<file path="config.mk">
export PLATFORM = sky130hd
export DESIGN_NAME = bpwm_top
export DESIGN_NICKNAME = d
export VERILOG_FILES = /design/src/bpwm_pkg.sv /design/src/bpwm_top.sv
export SDC_FILE = /design/constraint.sdc
export NUM_CORES = 1
export LEC_CHECK = 0
export ABC_CLOCK_PERIOD_IN_PS = 4300
export BUFFER_PORTS_ARGS = -buffer_cell sky130_fd_sc_hd__buf_2
export CAP_MARGIN = 20
export CELL_PAD_IN_SITES_DETAIL_PLACEMENT = 1
export CELL_PAD_IN_SITES_GLOBAL_PLACEMENT = 2
export CORE_AREA = 2 2 117 176
export DETAILED_ROUTE_END_ITERATION = 8
export DIE_AREA = 0 0 119 178
export GPL_TIMING_DRIVEN = 0
export PLACE_DENSITY = 0.83
export SLEW_MARGIN = 20
export SYNTH_ARGS = -nofsm -noshare
export SYNTH_HDL_FRONTEND = slang
export SYNTH_SLANG_ARGS = --single-unit
</file>
<file path="constraint.sdc">
create_clock -name clock_i -period 4.3 [get_ports clock_i]
set_input_delay 0.215 -clock clock_i [delete_from_list [all_inputs] [get_ports clock_i]]
set_output_delay 0.215 -clock clock_i [all_outputs]
set_load 0.01 [all_outputs]
</file>
<file path="src/bpwm_pkg.sv">
package bpwm_pkg;
    // ************************************************
    // register map
    // ************************************************
    localparam int             ADDR_W    = 8;
    localparam logic [7:0]     ADDR_CTRL = 8'h00;
    localparam logic [7:0]     ADDR_PER  = 8'h04;
    localparam logic [7:0]     ADDR_DUTY = 8'h08;
    localparam logic [7:0]     ADDR_DB   = 8'h0c;
    localparam logic [7:0]     ADDR_SD   = 8'h10;
    localparam logic [7:0]     ADDR_STAT = 8'h14;
    localparam logic [1:0]     RESP_OKAY = 2'b00;
    localparam logic [1:0]     RESP_SLVERR = 2'b10;
    // ************************************************
    // field positions
    // ************************************************
    localparam int CTRL_CFG = 0;
    localparam int CTRL_POL = 2;
    localparam int CTRL_DLO = 4;
    localparam int CTRL_EN  = 6;
    localparam int CTRL_STR = 8;
    localparam int PER_PR   = 0;
    localparam int PER_PS   = 8;
    localparam int DB_CNT   = 0;
    localparam int DB_RSEN  = 7;
    localparam int SD_BD    = 0;
    localparam int SD_AC    = 2;
    localparam int SD_SRC   = 4;
    localparam int SD_STAT  = 7;
    localparam int SRC_PIN  = 0;
    localparam int SRC_CMP  = 1;
    // ************************************************
    // encodings and timing
    // ************************************************
    localparam logic [1:0] CFG_SINGLE = 2'b00;
    localparam logic [1:0] CFG_HALF   = 2'b10;
    localparam logic [1:0] CFG_FWD    = 2'b01;
    localparam logic [1:0] CFG_REV    = 2'b11;
    localparam logic [1:0] SAFE_LOW   = 2'b00;
    localparam logic [1:0] SAFE_HIGH  = 2'b01;
    localparam logic [1:0] PS_1       = 2'b00;
    localparam logic [1:0] PS_4       = 2'b01;
    localparam logic [5:0] PS_N1      = 6'd1;
    localparam logic [5:0] PS_N4      = 6'd4;
    localparam logic [5:0] PS_N16     = 6'd16;
    localparam logic [8:0] CLKS_PER_INSTR = 9'd4;
    localparam logic [8:0] DIR_LEAD   = 9'd4;
    typedef enum logic {DS_IDLE, DS_BLANK} bpwm_dir_state_type;
endpackage

</file>
<file path="src/bpwm_top.sv">
// Implementation choices: register access over AXI4-Lite and the address map.
module bpwm_top #(
    parameter bit HAS_CD = 1'b1
) (
    // clock and reset
    input  wire logic                        clock_i,
    input  wire logic                        rst_i,
    // axi4-lite write
    input  wire logic [bpwm_pkg::ADDR_W-1:0] s_axi_awaddr_i,
    input  wire logic                        s_axi_awvalid_i,
    output logic                             s_axi_awready_o,
    input  wire logic [31:0]                 s_axi_wdata_i,
    input  wire logic [3:0]                  s_axi_wstrb_i,
    input  wire logic                        s_axi_wvalid_i,
    output logic                             s_axi_wready_o,
    output logic [1:0]                       s_axi_bresp_o,
    output logic                             s_axi_bvalid_o,
    input  wire logic                        s_axi_bready_i,
    // axi4-lite read
    input  wire logic [bpwm_pkg::ADDR_W-1:0] s_axi_araddr_i,
    input  wire logic                        s_axi_arvalid_i,
    output logic                             s_axi_arready_o,
    output logic [31:0]                      s_axi_rdata_o,
    output logic [1:0]                       s_axi_rresp_o,
    output logic                             s_axi_rvalid_o,
    input  wire logic                        s_axi_rready_i,
    // fault sources
    input  wire logic                        ext_fault_n_i,
    input  wire logic                        comparator_fault_level_i,
    // bridge pins
    output logic                             pwm_out_a_o,
    output logic                             pwm_out_a_oe_o,
    output logic                             pwm_out_b_o,
    output logic                             pwm_out_b_oe_o,
    output logic                             pwm_out_c_o,
    output logic                             pwm_out_c_oe_o,
    output logic                             pwm_out_d_o,
    output logic                             pwm_out_d_oe_o,
    output logic                             shutdown_status_o
);
    import bpwm_pkg::*;

    generate
        if (ADDR_W < 5) begin : g_chk
            $error("address too narrow for register map");
        end
    endgenerate

    function automatic logic addr_ok(input logic [ADDR_W-1:0] a);
        addr_ok = (a[1:0] == 2'b00) && (a <= ADDR_STAT);
    endfunction

    function automatic logic [15:0] wmerge(input logic [15:0] o, input logic [31:0] d,
                                           input logic [3:0] s);
        wmerge = {s[1] ? d[15:8] : o[15:8], s[0] ? d[7:0] : o[7:0]};
    endfunction

    // ************************************************
    // register slave
    // ************************************************
    logic [11:0]        pwm_control_q;
    logic [9:0]         period_q;
    logic [7:0]         duty_high_bits_q;
    logic [7:0]         deadband_restart_control_q;
    logic [6:0]         shutdown_cfg_q;
    logic               shutdown_status_q;
    logic               aw_rdy_q, w_rdy_q, ar_rdy_q;
    logic [ADDR_W-1:0]  awaddr_q;
    logic [31:0]        wdata_q;
    logic [3:0]         wstrb_q;
    logic               bvalid_q, rvalid_q;
    logic [1:0]         bresp_q, rresp_q;
    logic [31:0]        rdata_q;
    logic [7:0]         period_timer_count_q;
    logic               run_q, dir_q;

    wire wr_go   = !aw_rdy_q && !w_rdy_q && !bvalid_q;
    wire wr_ok   = wr_go && addr_ok(awaddr_q);
    wire ar_take = ar_rdy_q && s_axi_arvalid_i;
    wire [15:0] wm_ctrl = wmerge({4'h0, pwm_control_q}, wdata_q, wstrb_q);
    wire [15:0] wm_per  = wmerge({6'h00, period_q}, wdata_q, wstrb_q);
    wire [15:0] wm_duty = wmerge({8'h00, duty_high_bits_q}, wdata_q, wstrb_q);
    wire [15:0] wm_db   = wmerge({8'h00, deadband_restart_control_q}, wdata_q, wstrb_q);
    wire [15:0] wm_sd   = wmerge({8'h00, shutdown_status_q, shutdown_cfg_q}, wdata_q, wstrb_q);
    wire wr_sd  = wr_ok && (awaddr_q == ADDR_SD) && wstrb_q[0];
    wire fw_set = wr_sd && wm_sd[SD_STAT];
    wire fw_clr = wr_sd && !wm_sd[SD_STAT];
    wire [31:0] rd_word =
        (s_axi_araddr_i == ADDR_CTRL) ? {20'h0, pwm_control_q} :
        (s_axi_araddr_i == ADDR_PER)  ? {22'h0, period_q} :
        (s_axi_araddr_i == ADDR_DUTY) ? {24'h0, duty_high_bits_q} :
        (s_axi_araddr_i == ADDR_DB)   ? {24'h0, deadband_restart_control_q} :
        (s_axi_araddr_i == ADDR_SD)   ? {24'h0, shutdown_status_q, shutdown_cfg_q} :
        (s_axi_araddr_i == ADDR_STAT) ? {21'h0, shutdown_status_q, run_q, dir_q, period_timer_count_q} :
        32'h0000_0000;

    always_ff @(posedge clock_i or posedge rst_i) begin
        if (rst_i) begin
            aw_rdy_q <= 1'b1;
            w_rdy_q  <= 1'b1;
            awaddr_q <= '0;
            wdata_q  <= 32'h0000_0000;
            wstrb_q  <= 4'h0;
            bvalid_q <= 1'b0;
            bresp_q  <= RESP_OKAY;
        end else begin
            if (aw_rdy_q && s_axi_awvalid_i) begin
                aw_rdy_q <= 1'b0;
                awaddr_q <= s_axi_awaddr_i;
            end
            if (w_rdy_q && s_axi_wvalid_i) begin
                w_rdy_q <= 1'b0;
                wdata_q <= s_axi_wdata_i;
                wstrb_q <= s_axi_wstrb_i;
            end
            if (wr_go) begin
                bvalid_q <= 1'b1;
                bresp_q  <= addr_ok(awaddr_q) ? RESP_OKAY : RESP_SLVERR;
                aw_rdy_q <= 1'b1;
                w_rdy_q  <= 1'b1;
            end else if (bvalid_q && s_axi_bready_i) begin
                bvalid_q <= 1'b0;
            end
        end
    end

    always_ff @(posedge clock_i or posedge rst_i) begin
        if (rst_i) begin
            ar_rdy_q <= 1'b1;
            rvalid_q <= 1'b0;
            rdata_q  <= 32'h0000_0000;
            rresp_q  <= RESP_OKAY;
        end else if (ar_take) begin
            ar_rdy_q <= 1'b0;
            rvalid_q <= 1'b1;
            rdata_q  <= rd_word;
            rresp_q  <= addr_ok(s_axi_araddr_i) ? RESP_OKAY : RESP_SLVERR;
        end else if (rvalid_q && s_axi_rready_i) begin
            rvalid_q <= 1'b0;
            ar_rdy_q <= 1'b1;
        end
    end

    always_ff @(posedge clock_i or posedge rst_i) begin
        if (rst_i) begin
            pwm_control_q              <= 12'h000;
            period_q                   <= 10'h000;
            duty_high_bits_q           <= 8'h00;
            deadband_restart_control_q <= 8'h00;
            shutdown_cfg_q             <= 7'h00;
        end else if (wr_ok) begin
            if (awaddr_q == ADDR_CTRL) pwm_control_q <= wm_ctrl[11:0];
            if (awaddr_q == ADDR_PER)  period_q <= wm_per[9:0];
            if (awaddr_q == ADDR_DUTY) duty_high_bits_q <= wm_duty[7:0];
            if (awaddr_q == ADDR_DB)   deadband_restart_control_q <= wm_db[7:0];
            if (awaddr_q == ADDR_SD)   shutdown_cfg_q <= wm_sd[6:0];
        end
    end

    // ************************************************
    // shutdown
    // ************************************************
    wire [2:0] src   = shutdown_cfg_q[SD_SRC +: 3];
    wire       rsen  = deadband_restart_control_q[DB_RSEN];
    wire       cond  = (src[SRC_PIN] && !ext_fault_n_i)
                     || (src[SRC_CMP] && comparator_fault_level_i);
    // set wins; a clear while the level stands is dropped
    wire       sd_d  = (cond || fw_set) ? 1'b1 :
                       fw_clr ? 1'b0 :
                       (rsen && !cond) ? 1'b0 : shutdown_status_q;

    always_ff @(posedge clock_i or posedge rst_i) begin
        if (rst_i) shutdown_status_q <= 1'b0;
        else shutdown_status_q <= sd_d;
    end

    // ************************************************
    // time base
    // ************************************************
    logic [5:0] fine_q;
    logic [9:0] duty_lat_q;
    wire        en     = pwm_control_q[CTRL_EN];
    wire [1:0]  cfg    = pwm_control_q[CTRL_CFG +: 2];
    wire [1:0]  pol    = pwm_control_q[CTRL_POL +: 2];
    wire [7:0]  pr     = period_q[PER_PR +: 8];
    wire [1:0]  ps     = period_q[PER_PS +: 2];
    wire [5:0]  ps_n   = (ps == PS_1) ? PS_N1 : (ps == PS_4) ? PS_N4 : PS_N16;
    // one timer count is one instruction cycle times prescale
    wire [5:0]  fine_last = 6'((7'(ps_n) << 2) - 7'd1);
    wire [1:0]  low2   = (ps == PS_1) ? fine_q[1:0] :
                         (ps == PS_4) ? fine_q[3:2] : fine_q[5:4];
    wire [9:0]  base10 = {period_timer_count_q, low2};
    wire        tick   = fine_q == fine_last;
    wire        per_end = tick && (period_timer_count_q == pr);
    wire        pwm_raw = run_q && (base10 < duty_lat_q);

    always_ff @(posedge clock_i or posedge rst_i) begin
        if (rst_i) begin
            fine_q <= 6'h00;
            period_timer_count_q <= 8'h00;
            duty_lat_q <= 10'h000;
            run_q <= 1'b0;
        end else begin
            fine_q <= (!en || tick) ? 6'h00 : fine_q + 6'h01;
            if (!en || per_end) period_timer_count_q <= 8'h00;
            else if (tick) period_timer_count_q <= period_timer_count_q + 8'h01;
            if (per_end) duty_lat_q <= {duty_high_bits_q, pwm_control_q[CTRL_DLO +: 2]};
            // output only from a fresh period, after enable or restart
            if (!en || shutdown_status_q) run_q <= 1'b0;
            else if (per_end) run_q <= 1'b1;
        end
    end

    // ************************************************
    // direction change
    // ************************************************
    bpwm_dir_state_type ds_q;
    wire full     = cfg[0];
    wire want     = cfg[1];
    wire mismatch = want != dir_q;
    wire near_end = ({1'b0, period_timer_count_q} + DIR_LEAD - 9'd1) >= {1'b0, pr};
    wire blank    = full && run_q && ((ds_q == DS_BLANK) || (mismatch && near_end));
    // unmodulated pair swaps prescale clocks before period end
    wire swap_due = blank && mismatch && (period_timer_count_q == pr)
                    && (fine_q == fine_last - ps_n);

    always_ff @(posedge clock_i or posedge rst_i) begin
        if (rst_i) begin
            dir_q <= 1'b0;
            ds_q  <= DS_IDLE;
        end else if (!full || !run_q) begin
            dir_q <= want;
            ds_q  <= DS_IDLE;
        end else begin
            case (ds_q)
                DS_IDLE:  if (blank && !per_end) ds_q <= DS_BLANK;
                DS_BLANK: if (per_end) ds_q <= DS_IDLE;
                default:  ds_q <= DS_IDLE;
            endcase
            if (swap_due) dir_q <= want;
        end
    end

    // ************************************************
    // dead band
    // ************************************************
    logic       pwm_q;
    logic       run_p_q;
    logic [8:0] db_cnt_q;
    wire  [8:0] db_lim  = 9'(deadband_restart_control_q[DB_CNT +: 7]) * CLKS_PER_INSTR;
    wire        db_done = db_cnt_q >= db_lim;

    always_ff @(posedge clock_i or posedge rst_i) begin
        if (rst_i) begin
            pwm_q    <= 1'b0;
            run_p_q  <= 1'b0;
            db_cnt_q <= 9'h000;
        end else begin
            pwm_q <= pwm_raw;
            // run delayed to line up with pwm_q, gates the idle-active pins
            run_p_q <= run_q;
            // counter restarts on every edge, so only turn-on waits
            if (pwm_raw != pwm_q) db_cnt_q <= 9'h000;
            else if (!db_done) db_cnt_q <= db_cnt_q + 9'h001;
        end
    end

    // ************************************************
    // output steering and shutdown
    // ************************************************
    logic [3:0] act, pin_en, lvl_q, oe_q;
    wire        mod = pwm_q && !blank;
    wire [3:0]  steer = pwm_control_q[CTRL_STR +: 4];

    always_comb begin
        act    = 4'h0;
        pin_en = 4'h0;
        case (cfg)
            CFG_SINGLE: begin
                act    = {4{pwm_q}};
                pin_en = steer;
            end
            CFG_HALF: begin
                act    = {2'b00, !pwm_q && db_done && run_p_q, pwm_q && db_done};
                pin_en = 4'h3;
            end
            CFG_FWD, CFG_REV: begin
                // no dead band in either full-bridge direction
                act    = {4{run_p_q}} & {!dir_q && mod, dir_q, dir_q && mod, !dir_q};
                pin_en = 4'hf;
            end
            default: begin
                act    = 4'h0;
                pin_en = 4'h0;
            end
        endcase
        if (!en) pin_en = 4'h0;
        if (!HAS_CD) pin_en[3:2] = 2'b00;
    end

    genvar gi;
    generate
        for (gi = 0; gi < 4; gi++) begin : g_pin
            wire [1:0] safe = (gi % 2 == 0) ? shutdown_cfg_q[SD_AC +: 2]
                                            : shutdown_cfg_q[SD_BD +: 2];
            wire       sd_lvl = safe == SAFE_HIGH;
            wire       sd_oe  = (safe == SAFE_HIGH) || (safe == SAFE_LOW);
            always_ff @(posedge clock_i or posedge rst_i) begin
                if (rst_i) begin
                    lvl_q[gi] <= 1'b0;
                    oe_q[gi]  <= 1'b0;
                end else if (shutdown_status_q || cond) begin
                    lvl_q[gi] <= sd_lvl;
                    oe_q[gi]  <= pin_en[gi] && sd_oe;
                end else begin
                    lvl_q[gi] <= act[gi] ^ pol[gi % 2];
                    oe_q[gi]  <= pin_en[gi];
                end
            end
        end
    endgenerate

    assign pwm_out_a_o       = lvl_q[0];
    assign pwm_out_b_o       = lvl_q[1];
    assign pwm_out_c_o       = lvl_q[2];
    assign pwm_out_d_o       = lvl_q[3];
    assign pwm_out_a_oe_o    = oe_q[0];
    assign pwm_out_b_oe_o    = oe_q[1];
    assign pwm_out_c_oe_o    = oe_q[2];
    assign pwm_out_d_oe_o    = oe_q[3];
    assign shutdown_status_o = shutdown_status_q;
    assign s_axi_awready_o   = aw_rdy_q;
    assign s_axi_wready_o    = w_rdy_q;
    assign s_axi_bvalid_o    = bvalid_q;
    assign s_axi_bresp_o     = bresp_q;
    assign s_axi_arready_o   = ar_rdy_q;
    assign s_axi_rvalid_o    = rvalid_q;
    assign s_axi_rdata_o     = rdata_q;
    assign s_axi_rresp_o     = rresp_q;
endmodule

</file>
==> flow_summary.toml <==
[run_status]
status = "finished, final reports clean"

[timing]
slew_headroom_pct = 38.5
rsz0062_at_grt = "no"
holdWs_ns = 0.0184
tightest_slew_ns = 0.900
slew_violations = 0
clock-skew-final_ns = 0.00857
period_needed_ns = 3.52
final.period_utilization_pct = 81.9
setup_viol = 0
finalHoldViolCount = 0
fmax_ghz = 0.284

[finish]
nFillCells = 2212
area_delta_synth_final_pct = 20.4
antennaDiodeCount = 0
drive_gt1_share_pct = 27.7
final_net_count = 881
stdcell_count = 1064
final_area_um2 = 8590

[detailed_routing]
drc = 0
wl_mm = 20.4
via_per_inst = 5.23
dr_total_vias = 5562
avgRoutedWirePerCell_um = 19.2
first_iter_violations = 258
ant_nets = 0
dr.pass1.iters = 4

[place]
port_buffers = 65
hpwl_mm = 15.6
dpl_cell_area_um2 = 7900
dp_cells = 1026
place.gp.congestion = 0.857

[setup_path]
required_ns = 4.65
reg2regPathDepth = 11
cp_slowest_cell = "or4_1"
worst-setup-path-type = "reg2reg"
cpMostUsedCell = "ha_1"
max_stage_delay_ns = 0.53
arrival_ns = 3.87
worstPathMaxFanout = 7
reg2reg_setup_slack_ns = 0.78
r2r-start = "period_timer_count_q[0]$_DFFE_PP0P_"
start_kind = "flop"
endpoint_kind = "flop"
cp_cell_sequence = "inv_1 > ha_1 > nor3_1 > xor2_1 > ha_1 > and3_4 > a221o_1 > a31oi_2 > a31oi_1 > or4_1 > nand3_1"
reg2reg_to = "pwm_out_b_o$_DFF_PP0_"

[global_routing]
first_global_vias = 6190
grt-ovfl-total = 0
antenna_found_initial = 0
grt_max_degree = 94
grtUsageTotal_pct = 20.1
grt_pass1_wl_mm = 32.6

[logic_synthesis]
ys_types = 67
synth-main-ff-cell = "dfrtp_1"
synth_largest_area_cell = "dfrtp_1"
synth.most_common_cell = "dfrtp_1"
syn_avg_cell_area_um2 = 10.5
syn-cell-area_um2 = 7130
synth_common_cells = "130 x dfrtp_1, 64 x nand2_1, 57 x mux2_2"
ys_async_sr_fraction_pct = 100
ys_seq_area_share_pct = 46.7
synth-edff-count = 0
ys_warn_count = 0
synthTopCellsByArea = "dfrtp_1 46%, mux2_2 9.0%, ha_1 5.1%"
ys_ff_latch = 133
netlist_instances = 679
synth_top_area_share_pct = 45.6

[clock_tree]
clock_sinks = 133
cts_buffers = 17
cts_buffer_depth = 2
clockRootBuffer = "clkbuf_16"
htree_levels = 4
cts_tree = "built"
clk_pin_slew_worst_paths_ns = 0.06
clk_latency_ns = 0.43
postCtsSetupBuffers = 0

[min_path]
hp-start = "s_axi_wdata_i[0]"
hp-class = "in2reg"
whs_path_depth = 2
hold_end = "wdata_q[0]$_DFFE_PP0P_"

[pwr]
p_leak_nw = 4.05
peakVddDrop_mv = 0.346
power_density_nw_per_um2 = 481

[job]
drv_cap = 0

[floorplan]
core_area_um2 = 19600
boundaryPins = 111
initial_core_util_pct = 36.3
die_height_um = 178
die_area_um2 = 21200
rows = 63
die_x_um = 119
worst max-delay path: cells and delay by family (launching register included):
kind / cells / cell delay [ns]
flip-flops: 1 / 0.52
adder cells (fa/ha/maj): 2 / 0.54
AO/OA/AOI/OAI: 3 / 0.89
XOR/XNOR: 1 / 0.19
AND/OR/NAND/NOR: 4 / 1.19
buffers and inverters: 1 / 0.12
what timing repair did:
item	in CTS	in global routing
hold buffers	6	0
setup endpoints to repair	0	0
gates resized for setup	0	0
hold endpoints to repair	45	0
power breakdown:
| part | switching (mW) | internal (mW) |
|---|---|---|
| clock | 0.569 | 0.977 |
| combinational | 0.444 | 0.392 |
| sequential | 0.256 | 1.49 |
| total | 1.27 | 2.86 |
worst max path at each step:
stage / start / to / slack (ns) / cells after the start
floorplan: rst_i / awaddr_q[0]$_DFFE_PP0P_ / 0.54 / 1
global route: period_timer_count_q[0]$_DFFE_PP0P_ / pwm_out_b_o$_DFF_PP0_ / 0.71 / 11
detailed placement: period_timer_count_q[0]$_DFFE_PP0P_ / pwm_out_b_o$_DFF_PP0_ / 0.86 / 11
global placement: rst_i / s_axi_rvalid_o$_DFFE_PP0P_ / -0.87 / 2
finish: period_timer_count_q[0]$_DFFE_PP0P_ / pwm_out_b_o$_DFF_PP0_ / 0.78 / 11
CTS: period_timer_count_q[0]$_DFFE_PP0P_ / pwm_out_b_o$_DFF_PP0_ / 0.81 / 11
routing by layer:
metal | GRT usage (%) | vias to the layer above | wire [um]
li1 | - | 2561 | -
met1 | 19.7 | 2853 | 7310
met2 | 39.1 | 109 | 11600
met3 | 3.55 | 39 | 485
met4 | 11.9 | 0 | 1010
met5 | 0 | - | 0
cell usage in the layout (no fill, tap or decap), drive strengths merged, types with 19 or more instances in the layout:
cell and instances:
dfrtp 130, buf 106, nand2 64, mux2 57
o21ai 52, inv 46, nor2 38, clkbuf 31
ha 29, conb 22, xnor2 21, nand3 21
a21oi 19
registers in the layout (all words and copies together) (netlist names), 2 cells and up:
register	flops
s_axi_rdata_o	12
period_timer_count_q	8
awaddr_q	8
fine_q	6
pwm_control_q	12
duty_high_bits_q	8
wstrb_q	2
shutdown_cfg_q	7
wdata_q	12
deadband_restart_control_q	8
db_cnt_q	9
period_q	10
duty_lat_q	10
metrics by stage:
step	util [%]	power (mW)	setup TNS, ns	worst slack [ns]
global placement	40.0	2.53	-110.73	-0.868
floorplan	-	2.27	0	0.536
CTS	43.7	4.17	0	0.807
detailed placement	40.2	2.60	0	0.864
global route	43.7	4.34	0	0.706
finish	43.7	4.13	0	0.778
cells by family after synthesis:
logic type | synth area share (%)
fa+ha+maj | 5.09
mux | 12.7
flops | 46.7
simple gates | 14.1
other cells | 0.0526
compound gates | 10.2
buf+inv | 7.00
xor+xnor | 4.18
layout make-up:
type,instances,area [um2],share of cell area (%)
clock buffer,18,429,5.00
multi-input combinational,471,3380,39.3
clock inverter,14,201,2.35
timing repair buffer,72,413,4.81
tap,260,325,3.79
inverter,43,169,1.97
buffer,53,338,3.93
sequential,133,3330,38.8
Note: power is estimated with default switching activity, not from simulation.
